### config.mk
export PLATFORM = sky130hd
export DESIGN_NAME = dcpr_top
export DESIGN_NICKNAME = d
export VERILOG_FILES = /design/src/core/dcpr_sync.v /design/src/core/dcpr_top.v
export VERILOG_INCLUDE_DIRS = /design/src /design/src/core
export SDC_FILE = /design/constraint.sdc
export NUM_CORES = 1
export LEC_CHECK = 0
export BUFFER_PORTS_ARGS = -buffer_cell sky130_fd_sc_hd__buf_2
export CORE_MARGIN = 5
export CORE_UTILIZATION = 40
export CTS_BUF_LIST = sky130_fd_sc_hd__clkbuf_8
export CTS_CLUSTER_SIZE = 40
export DETAILED_ROUTE_END_ITERATION = 6
export SYNTH_ARGS = -nofsm -noshare
export SYNTH_HDL_FRONTEND = slang
export SYNTH_SLANG_ARGS = --single-unit
### constraint.sdc
create_clock -name sys_clk -period 1.9 [get_ports sys_clk]
set_input_delay 0.475 -clock sys_clk [delete_from_list [all_inputs] [get_ports sys_clk]]
set_output_delay 0.475 -clock sys_clk [all_outputs]
set_load 0.05 [all_outputs]
### src/core/dcpr_regs.vh
// Constants for the daisy-chain poll responder: field positions and timing budgets.
// Assumes a single system clock; times are given in nanoseconds.
`ifndef DCPR_REGS_VH
`define DCPR_REGS_VH

// ==========================================================
// Poll identifier field layout
`define DCPR_PID_W 4
`define DCPR_PID_LVL_LO 0
`define DCPR_PID_LVL_HI 1
`define DCPR_PID_INTR 2
`define DCPR_PID_CS 3

// ==========================================================
// Interrupt levels and reset values
`define DCPR_LVL_W 2
`define DCPR_NUM_LVL 4
`define DCPR_LVL_RST 2'h0
`define DCPR_MASK_RST 1'b0

// ==========================================================
// Timing budgets (ns) and the cycle counts derived from them
`define DCPR_CLK_NS 25
`define DCPR_T_FREEZE_NS 100
`define DCPR_T_CAPTURE_NS 100
`define DCPR_T_RET_DROP_NS 100
`define DCPR_T_PROPAGATE_NS 200
`define DCPR_T_RESET_NS 200
`define DCPR_CYC_CAPTURE (`DCPR_T_CAPTURE_NS / `DCPR_CLK_NS)
`define DCPR_CYC_PROPAGATE (`DCPR_T_PROPAGATE_NS / `DCPR_CLK_NS)
`define DCPR_CYC_RESET (`DCPR_T_RESET_NS / `DCPR_CLK_NS)
// Synchroniser depth in flip-flops.
`define DCPR_SYNC_DEPTH 3

`endif

### src/core/dcpr_sync.v
// Three-stage synchroniser with agreement filter for asynchronous channel lines.
// Assumes inputs may change at any time relative to sys_clk.
`default_nettype none

module dcpr_sync #(
    parameter WIDTH = 1
) (
    // Clock and reset
    input wire sys_clk,
    input wire rst_b,
    // Lines
    input wire [WIDTH-1:0] async_in,
    output wire [WIDTH-1:0] filt
);

    reg [WIDTH-1:0] stage1;
    reg [WIDTH-1:0] stage2;
    reg [WIDTH-1:0] stage3;
    reg [WIDTH-1:0] held;
    integer i;
    reg [WIDTH-1:0] next_held;

    // ==========================================================
    // Stage chain; stage1 is read only by stage2.
    always @(posedge sys_clk) begin
        if (!rst_b) begin
            stage1 <= {WIDTH{1'b0}};
            stage2 <= {WIDTH{1'b0}};
            stage3 <= {WIDTH{1'b0}};
            held <= {WIDTH{1'b0}};
        end else begin
            stage1 <= async_in;
            stage2 <= stage1;
            stage3 <= stage2;
            held <= next_held;
        end
    end

    // ==========================================================
    // A change counts only once the second and third stages agree.
    always @* begin
        next_held = held;
        for (i = 0; i < WIDTH; i = i + 1) begin
            if (stage2[i] == stage3[i]) begin
                next_held[i] = stage3[i];
            end
        end
    end

    assign filt = next_held;

endmodule // dcpr_sync
`default_nettype wire

### src/core/dcpr_top.v
// Poll responder of a daisy-chained channel attachment: requests, capture and propagation.
// Assumes channel lines are asynchronous; device-side strobes are on sys_clk.
`default_nettype none
`include "dcpr_regs.vh"

// Function
// - Interrupt request on configured level when unmasked.
// - Interrupt request holds until capture or clear.
// - Reset or setup moves request within strobe.
// - Cycle-steal request holds until capture or reset.
// - Device reset keeps dummy output transfer last.
// - Freeze request state when poll identifier rises.
// - Poll edge decides capture or pass.
// - Pass copies poll downstream, then ignores polling.
// - Channel resets drop downstream poll at once.
// - Capture drops request, asserts return quickly.
// - Single-service return drops after poll falls.
// - No new request until service ends.
// - Burst keeps servicing this attachment until dropped.
// - Burst return drops at final service gate.
// - No request until final service ends.
// - Any reset but device reset withdraws all driven lines quickly.
module dcpr_top (
    // Clock and reset
    input wire sys_clk,
    input wire rst_b,
    // Channel lines, asynchronous
    input wire [`DCPR_PID_W-1:0] poll_identifier,
    input wire poll,
    input wire service_gate,
    input wire machine_check_halt,
    input wire system_reset,
    input wire power_on_reset,
    // Device-side controls, on sys_clk
    input wire intr_cond,
    input wire cs_need,
    input wire burst_mode,
    input wire final_xfer,
    input wire service_gate_return,
    input wire device_reset,
    input wire setup_cmd,
    input wire setup_mask,
    input wire [`DCPR_LVL_W-1:0] setup_level,
    // Channel outputs
    output reg [`DCPR_NUM_LVL-1:0] request_in,
    output reg cs_request,
    output reg poll_propagate,
    output reg poll_return,
    output reg burst_return,
    // Device-side status
    output reg dummy_xfer,
    output reg captured_intr,
    output reg captured_cs
);

    localparam ST_IDLE = 3'd0;
    localparam ST_PASS = 3'd1;
    localparam ST_SINGLE = 3'd2;
    localparam ST_BURST = 3'd3;
    localparam ST_WAIT = 3'd4;

    wire [`DCPR_PID_W-1:0] pid_f;
    wire [2:0] line_f;
    wire poll_f;
    wire sg_f;
    wire chan_rst;
    reg [2:0] state;
    reg [2:0] next_state;
    reg poll_d;
    reg sg_d;
    reg pid_intr_d;
    reg pid_cs_d;
    reg mask;
    reg [`DCPR_LVL_W-1:0] level;
    reg intr_want;
    reg cs_want;
    reg dummy_pend;
    reg snap_intr;
    reg snap_cs;
    reg [`DCPR_LVL_W-1:0] snap_level;
    reg sgr_seen;
    wire poll_rise;
    wire poll_fall;
    wire sg_rise;
    wire blocked;
    wire take_intr;
    wire take_cs;

    function [`DCPR_NUM_LVL-1:0] level_bit;
        input [`DCPR_LVL_W-1:0] lvl;
        begin
            level_bit = {{(`DCPR_NUM_LVL-1){1'b0}}, 1'b1} << lvl;
        end
    endfunction

    // ==========================================================
    // Synchronisers
    // synchronise channel lines
    dcpr_sync #(
        .WIDTH(`DCPR_PID_W)
    ) u_sync_pid (
        .sys_clk(sys_clk),
        .rst_b(rst_b),
        .async_in(poll_identifier),
        .filt(pid_f)
    );

    dcpr_sync #(
        .WIDTH(5)
    ) u_sync_lines (
        .sys_clk(sys_clk),
        .rst_b(rst_b),
        .async_in({poll, service_gate, machine_check_halt, system_reset, power_on_reset}),
        .filt({poll_f, sg_f, line_f})
    );

    assign chan_rst = |line_f;
    assign poll_rise = poll_f & ~poll_d;
    assign poll_fall = ~poll_f & poll_d;
    assign sg_rise = sg_f & ~sg_d;
    assign blocked = (state == ST_SINGLE) || (state == ST_BURST) || (state == ST_WAIT);

    assign take_intr = pid_f[`DCPR_PID_INTR] & snap_intr
        & (pid_f[`DCPR_PID_LVL_HI:`DCPR_PID_LVL_LO] == snap_level);
    assign take_cs = pid_f[`DCPR_PID_CS] & snap_cs;

    // ==========================================================
    // Poll state machine
    always @* begin
        next_state = state;
        case (state)
            ST_IDLE: begin
                if (poll_rise) begin
                    if (take_intr || (take_cs && !burst_mode)) begin
                        next_state = ST_SINGLE;
                    end else if (take_cs) begin
                        next_state = ST_BURST;
                    end else begin
                        next_state = ST_PASS;
                    end
                end
            end
            ST_PASS: begin
                if (!poll_f) begin
                    next_state = ST_IDLE;
                end
            end
            ST_SINGLE: begin
                if (poll_fall) begin
                    next_state = ST_WAIT;
                end
            end
            ST_BURST: begin
                if (sg_rise && (final_xfer || dummy_pend)) begin
                    next_state = ST_WAIT;
                end
            end
            ST_WAIT: begin
                if (sgr_seen && !service_gate_return) begin
                    next_state = ST_IDLE;
                end
            end
            default: begin
                next_state = ST_IDLE;
            end
        endcase
    end

    always @(posedge sys_clk) begin
        if (!rst_b) begin
            state <= ST_IDLE;
            poll_d <= 1'b0;
            sg_d <= 1'b0;
            pid_intr_d <= 1'b0;
            pid_cs_d <= 1'b0;
            snap_intr <= 1'b0;
            snap_cs <= 1'b0;
            snap_level <= `DCPR_LVL_RST;
            sgr_seen <= 1'b0;
            poll_propagate <= 1'b0;
            poll_return <= 1'b0;
            burst_return <= 1'b0;
            captured_intr <= 1'b0;
            captured_cs <= 1'b0;
        end else if (chan_rst) begin
            state <= ST_IDLE;
            poll_d <= poll_f;
            sg_d <= sg_f;
            pid_intr_d <= 1'b0;
            pid_cs_d <= 1'b0;
            snap_intr <= 1'b0;
            snap_cs <= 1'b0;
            sgr_seen <= 1'b0;
            poll_propagate <= 1'b0;
            poll_return <= 1'b0;
            burst_return <= 1'b0;
            captured_intr <= 1'b0;
            captured_cs <= 1'b0;
        end else begin
            state <= next_state;
            poll_d <= poll_f;
            sg_d <= sg_f;
            pid_intr_d <= pid_f[`DCPR_PID_INTR];
            pid_cs_d <= pid_f[`DCPR_PID_CS];
            if (pid_f[`DCPR_PID_INTR] && !pid_intr_d) begin
                snap_intr <= intr_want & mask & ~blocked;
                snap_level <= level;
            end
            if (pid_f[`DCPR_PID_CS] && !pid_cs_d) begin
                snap_cs <= cs_want & ~blocked;
            end
            if (service_gate_return) begin
                sgr_seen <= 1'b1;
            end else if (next_state == ST_WAIT && state != ST_WAIT) begin
                sgr_seen <= 1'b0;
            end
            poll_propagate <= (next_state == ST_PASS) & poll_f;
            poll_return <= (next_state == ST_SINGLE);
            burst_return <= (next_state == ST_BURST);
            if (state == ST_IDLE && poll_rise) begin
                captured_intr <= take_intr;
                captured_cs <= take_cs & ~take_intr;
            end else if (next_state == ST_IDLE) begin
                captured_intr <= 1'b0;
                captured_cs <= 1'b0;
            end
        end
    end

    // ==========================================================
    // Request holding
    always @(posedge sys_clk) begin
        if (!rst_b || chan_rst) begin
            mask <= `DCPR_MASK_RST;
            level <= `DCPR_LVL_RST;
            intr_want <= 1'b0;
            cs_want <= 1'b0;
            dummy_pend <= 1'b0;
            dummy_xfer <= 1'b0;
            request_in <= {`DCPR_NUM_LVL{1'b0}};
            cs_request <= 1'b0;
        end else begin
            if (setup_cmd) begin
                mask <= setup_mask;
                level <= setup_level;
            end
            if (intr_cond) begin
                intr_want <= 1'b1;
            end else if (device_reset || (setup_cmd && !setup_mask)) begin
                intr_want <= 1'b0;
            end else if (state == ST_IDLE && poll_rise && take_intr) begin
                intr_want <= 1'b0;
            end
            if (cs_need) begin
                cs_want <= 1'b1;
            end else if (state == ST_IDLE && poll_rise && take_cs && !take_intr) begin
                cs_want <= 1'b0;
            end
            // device reset leaves a dummy transfer when cs_want is set or the state is ST_BURST
            if (device_reset && (cs_want || state == ST_BURST)) begin
                dummy_pend <= 1'b1;
            end else if (state == ST_WAIT && next_state == ST_IDLE) begin
                dummy_pend <= 1'b0;
            end
            dummy_xfer <= dummy_pend | (device_reset & (cs_want | (state == ST_BURST)));
            if (next_state == ST_SINGLE || next_state == ST_BURST || blocked
                || device_reset || (setup_cmd && !setup_mask)) begin
                request_in <= {`DCPR_NUM_LVL{1'b0}};
            end else if (setup_cmd) begin
                request_in <= (intr_want | intr_cond) ? level_bit(setup_level)
                    : {`DCPR_NUM_LVL{1'b0}};
            end else begin
                request_in <= ((intr_want | intr_cond) & mask) ? level_bit(level)
                    : {`DCPR_NUM_LVL{1'b0}};
            end
            cs_request <= (cs_want | cs_need) & ~blocked
                & ~(next_state == ST_SINGLE || next_state == ST_BURST);
        end
    end

endmodule // dcpr_top
`default_nettype wire

=== After elaboration in Yosys (flattened, before gate mapping) ===
Index checks and enable logic that the tools add are counted.

* Bits in registers: 65
* Input bits: 21
* Output and inout bits: 11
* Logic and storage cells: 152

* Eq/ne operators: 19
* Shift operators: 2
* Muxes and demuxes: 32
* Bitwise operators: 27
* Reductions and logical operators: 42

{| class="wikitable"
|+ Operators by type and width
! cell !! count
|-
| $mux W1 || 21
|-
| $and A1 B1 Y1 || 15
|-
| $mux W3 || 5
|-
| $pmux W3 S5 || 1
|-
| $logic_and A1 B1 Y1 || 13
|-
| $eq A3 B2 Y1 const B || 4
|-
| $mux W4 || 3
|-
| $logic_or A1 B1 Y1 || 11
|-
| $eq A1 B1 Y1 || 9
|-
| $not A1 Y1 || 8
|-
| $reduce_bool A2 Y1 || 4
|-
| $shl A1 B2 Y4 const A || 2
|-
| $logic_not A1 Y1 || 7
|-
| $eq A3 B1 Y1 const B || 2
|-
| $eq A3 B3 Y1 const B || 2
|-
| $logic_not A3 Y1 || 2
|-
| $mux W2 || 2
|-
| $or A1 B1 Y1 || 4
|-
| $reduce_or A4 Y1 || 1
|-
| $ne A3 B3 Y1 const B || 1
|-
| $reduce_bool A3 Y1 || 1
|-
| $reduce_or A3 Y1 || 1
|-
| $eq A2 B2 Y1 || 1
|-
| $reduce_and A2 Y1 || 1
|-
| $reduce_or A2 Y1 || 1
|}

=== Logic depth before layout (Yosys ltp) ===
* Word-level depth: 14
* Gate-level depth with buffers: 7
* Mapped depth without buffers: 5

=== By module ===
Synthesis repeated with hierarchy kept, for this count alone.

* Cells, all modules: 220
* Area total of the unflattened synthesis: 2307.2 sq um

{| class="wikitable"
|+ Modules (own cells, without submodules)
! module !! times used !! cells an instance !! area each (sq um) !! seq. area each (sq um)
|-
| dcpr_top || 1 || 136 || 1244.9 || 580.6
|-
| dcpr_sync at u_sync_lines || 1 || 47 || 591.8 || 400.4
|-
| dcpr_sync at u_sync_pid || 1 || 37 || 470.5 || 320.3
|}

=== Least setup slack after synthesis ===
OpenSTA, ideal clock, no wires.

* Path kind: input -> register
* Start: input final_xfer
* End: register poll_propagate
* Setup time: 0.088 ns
* Arrival: 1.379 ns
* Data required time: 1.812 ns
* Setup slack: 0.433 ns
* Stages: 5
* Path buffers: 0
* Cells stage by stage: nor2_1 nor3_1 a2111oi_2 a21oi_1 nor4_2

* Word-level cells in the longest chain between the ends: 6

{| class="wikitable"
|+ RTL lines
! item !! RTL line !! text
|-
| from (decl) || dcpr_top.v:38 || <nowiki>input wire final_xfer,</nowiki>
|-
| $logic_or A1 B1 Y1 || dcpr_top.v:154 || <nowiki>if (sg_rise && (final_xfer || dummy_pend)) begin</nowiki>
|-
| $logic_and A1 B1 Y1 || dcpr_top.v:154 ||
|-
| $mux W3 || dcpr_top.v:154 ||
|-
| $pmux W3 S5 || dcpr_top.v:131 || <nowiki>case (state)</nowiki>
|-
| $eq A3 B1 Y1 || dcpr_top.v:217 || <nowiki>poll_propagate <= (next_state == ST_PASS) & poll_f;</nowiki>
|-
| $and A1 B1 Y1 || dcpr_top.v:217 ||
|-
| to (signal assigned) || dcpr_top.v:217 ||
|-
| to (decl) || dcpr_top.v:47 || <nowiki>output reg poll_propagate,</nowiki>
|}

Every way passes these cells.
A chain may end at the register's enable or synchronous reset.

=== Worst setup path in the final report ===
* Start: register u_sync_pid.stage2[1]
* End: register burst_return

* Word-level cells in the longest chain between the ends: 9

{| class="wikitable"
|+ RTL lines
! item !! RTL line !! text
|-
| from (decl) || dcpr_sync.v:17 || <nowiki>reg [WIDTH-1:0] stage2;</nowiki>
|-
| from (signal assigned) || dcpr_sync.v:28 || <nowiki>stage2 <= {WIDTH{1'b0}};</nowiki>
|-
| from (signal assigned) || dcpr_sync.v:33 || <nowiki>stage2 <= stage1;</nowiki>
|-
| $eq A1 B1 Y1 || dcpr_sync.v:44 || <nowiki>if (stage2[i] == stage3[i]) begin</nowiki>
|-
| $mux W1 || dcpr_sync.v:44 ||
|-
| $eq A2 B2 Y1 || dcpr_top.v:124 || <nowiki>& (pid_f[`DCPR_PID_LVL_HI:`DCPR_PID_LVL_LO] == snap_level);</nowiki>
|-
| $and A1 B1 Y1 || dcpr_top.v:123 || <nowiki>assign take_intr = pid_f[`DCPR_PID_INTR] & snap_intr</nowiki>
|-
| $logic_or A1 B1 Y1 || dcpr_top.v:134 || <nowiki>if (take_intr || (take_cs && !burst_mode)) begin</nowiki>
|-
| $mux W2 || dcpr_top.v:134 ||
|-
| $mux W3 || dcpr_top.v:133 || <nowiki>if (poll_rise) begin</nowiki>
|-
| $pmux W3 S5 || dcpr_top.v:131 ||
|-
| $eq A3 B2 Y1 || dcpr_top.v:219 || <nowiki>burst_return <= (next_state == ST_BURST);</nowiki>
|-
| to (signal assigned) || dcpr_top.v:219 ||
|-
| to (decl) || dcpr_top.v:49 || <nowiki>output reg burst_return,</nowiki>
|}

Every way passes these cells.

==> flow_summary.toml <==
[run_status]
status = "completed"

[finish]
diodes = 0
fin_util_pct = 48.7
syn_to_final_growth_pct = 17.2
multiInputGateArea_um2 = 967
drive_gt1_share_pct = 24.5
nets = 279
register_area_um2 = 1260
nFillCells = 539

[cts]
cts_setup_buffers = 0
clock_sinks = 63
post_cts_resized = 0
cts_root_buf = "clkbuf_8"
clk_latency_ns = 0.33
tritoncts = "built"
cts.clk_slew.worst_paths_ns = 0.06
cts_made_buffers = 9
cts_max_level = 3
cts_hold_buffers = 0
clock_path_buffers = 2

[setup_path]
cpLargestDelayFamily = "adder cells"
r2r_cells = 5
cp_max_fo = 3
path_cells = "maj3_1 > mux2i_1 > nand3_1 > a21oi_1 > nor3b_2"
cp.arrival_ns = 1.82
cp_num_buf_inv = 0
required_ns = 2.10
reg2reg_slack_ns = 0.29
crit_path_max_incr_delay_ns = 0.36
reg2reg_to = "burst_return$_SDFF_PP0_"
slowest_stage = "maj3_1"
crit_type = "reg2reg"
r2r_start = "u_sync_pid.stage2[1]$_SDFF_PN0_"
cp_num_cells = 5
critPathLaunchType = "register"
crit_path_end_kind = "register"

[synth]
synth.area.mux_share_pct = 2.18
synth_cells = 222
syn-num-nets = 243
synth_top_family_by_area = "simple AND/OR/NAND/NOR gates"
synthAdderAreaFrac_pct = 3.70
yosys.area_share.simple_pct = 27.3
yosysUniqueCellTypes = 45
synthFlopType = "dfxtp_1"
synth-seq-cells = 63
netlist.area_leader.share_pct = 54.8
avgSynthCellArea_um2 = 10.4
ys_top_cells_by_area = "dfxtp_1 55%, and2_1 9.5%, a21oi_1 3.0%"
ys_async_sr_fraction_pct = 0
ys_seq_area_share_pct = 54.8
yosysWarnings = 0
synth_compound_area_share_pct = 8.86
yosys.area.top_type = "dfxtp_1"
synth_most_common_cell = "dfxtp_1"
synth_commonest_cells = "63 x dfxtp_1, 35 x and2_1, 16 x nor2_1"
synth-edff-count = 0
syn_area_um2 = 2300
synth_xor_area_share_pct = 0

[timing]
period_minus_slack_ns = 1.61
setup_viol = 0
slew_headroom_pct = 72.1
tns_ns = 0
rsz0062_at_grt = "no"
worstMarginPinSlew_ns = 0.419
layout_worst_path_cycle_share_pct = 85.0
finalHoldViolations = 0
fmax_mhz = 619
fin_worst_skew_ns = 0.00563
drv_slew = 0

[floorplanning]
start_util_pct = 41.5
dieArea_um2 = 7370
ios = 32
fp.dieH_um = 85.8
num_rows = 27
die_w_um = 85.8
coreArea_um2 = 5540

[flow_run]
maxCapViolCount = 0

[worst_hold_path]
hold_depth = 2
hp-class = "in2reg"
hold_path_end = "u_sync_pid.stage1[2]$_SDFF_PN0_"
hold_start = "poll_identifier[2]"

[power]
p_switching_mw = 0.550
switching_share_pct = 21.3
leakage_nw = 1.09
power_frac_seq_pct = 53.4
clock_power_share_pct = 41.9
p_int_mw = 2.03
power_frac_comb_pct = 4.7
peakVddDrop_v = 0.000642
powerDensity_nw_per_um2 = 958

[global_routing]
grt_pass1_vias = 1447
grt_pass1_wl_um = 6570
antenna_found_initial = 0
gr-total-overflow = 0
grt_usage_pct = 11.4
grt_max_degree = 33

[route]
antenna_left = 0
wire_per_inst_um = 11.5
drc = 0
dr_total_vias = 1576
dr.pass1.iters = 4
drt_iter0_drc = 51
routed_via_density = 4.73
drt_wl_total_um = 3830

[place]
io_buffers = 31
dp_hpwl_um = 2770
gp_congestion = 0.779
## through the flow
stage          cells  hold slack, ns  cell area [um^2]  worst slack (ns)  power, mW
2_1_floorplan    222           0.412              2300             0.433       1.49
3_3_place_gp     319           0.414              2510             0.241       1.53
3_5_place_dp     319           0.420              2510             0.191       1.53
4_1_cts          333           0.328              2700             0.264       2.63
5_1_grt          333           0.333              2700             0.129       2.70
6_report         333           0.349              2700             0.286       2.58
## kinds of logic after synthesis
group / after synthesis
AND/OR/NAND/NOR: 99
flip-flops: 63
AO/OA/AOI/OAI: 32
buffers and inverters: 15
adder cells (fa/ha/maj): 8
multiplexers: 5
## layout make-up
cell class,count,share of cell area [%]
Sequential cell,63,46.8
Multi-Input combinational cell,144,35.9
Timing Repair Buffer,32,6.03
Clock buffer,10,5.10
Tap cell,72,3.34
Clock inverter,4,1.76
Inverter,8,1.11
## power by group through the flow
stage,combinational (mW),clock (mW),sequential (mW)
3_5_place_dp,0.122,0,1.41
2_1_floorplan,0.0656,0,1.42
4_1_cts,0.123,1.13,1.38
6_report,0.120,1.08,1.38
3_3_place_gp,0.121,0,1.41
5_1_grt,0.137,1.18,1.38
## cells in the final DEF (no fill, tap or decap), types with 2 or more instances in the layout
cell type and count:
o21ai_0 6, nor4_2 2, maj3_1 4, nand2b_1 4, and2_1 35, buf_2 31, a22oi_1 2, a21oi_1 14
nand3_1 3, and2_2 3, nand2_1 7, clkbuf_8 10, mux2i_1 5, clkinv_2 2, nand4_1 2, a32oi_1 2
maj3_2 4, nor2_1 16, inv_1 8, and3_1 3, nor2b_1 3, nor3_1 7, dfxtp_1 63
## per-layer routing
layer / up-vias / global-route usage (%) / share of wire (%)
li1: 836 / - / -
met1: 695 / 14.1 / 48
met2: 41 / 17.6 / 44
met3: 4 / 5.96 / 7.1
met4: 0 / 3.02 / 0.81
met5: - / 0 / 0
## worst register-to-register path, delay by kind of cell (launching register included)
family                     cells  cell delay (ns)
and+or+nand+nor                2             0.24
muxes                          1             0.25
AOI/OAI and AO/OA              1             0.32
adders and majority gates      1             0.36
DFF                            1             0.33
## state kept, by name (all words and copies together), names as in the netlist, 2 cells and up
register / cells
u_sync_pid.stage1: 4
state: 3
u_sync_pid.stage3: 4
u_sync_pid.stage2: 4
level: 2
snap_level: 2
u_sync_lines.stage3: 5
request_in: 4
u_sync_lines.stage1: 5
u_sync_lines.held: 4
u_sync_pid.held: 4
u_sync_lines.stage2: 5
## how the worst max path moves through the flow
| stage | start | endpoint | slack, ns |
|---|---|---|---|
| finish | u_sync_pid.stage2[1]$_SDFF_PN0_ | burst_return$_SDFF_PP0_ | 0.29 |
| global route | u_sync_pid.stage3[1]$_SDFF_PN0_ | burst_return$_SDFF_PP0_ | 0.13 |
| CTS | u_sync_pid.stage2[0]$_SDFF_PN0_ | burst_return$_SDFF_PP0_ | 0.26 |
| detailed placement | final_xfer | poll_propagate$_SDFF_PP0_ | 0.19 |
| global placement | final_xfer | poll_propagate$_SDFF_PP0_ | 0.24 |
| floorplan | final_xfer | poll_propagate$_SDFF_PP0_ | 0.43 |
Note: power is estimated with default switching activity, not from simulation.
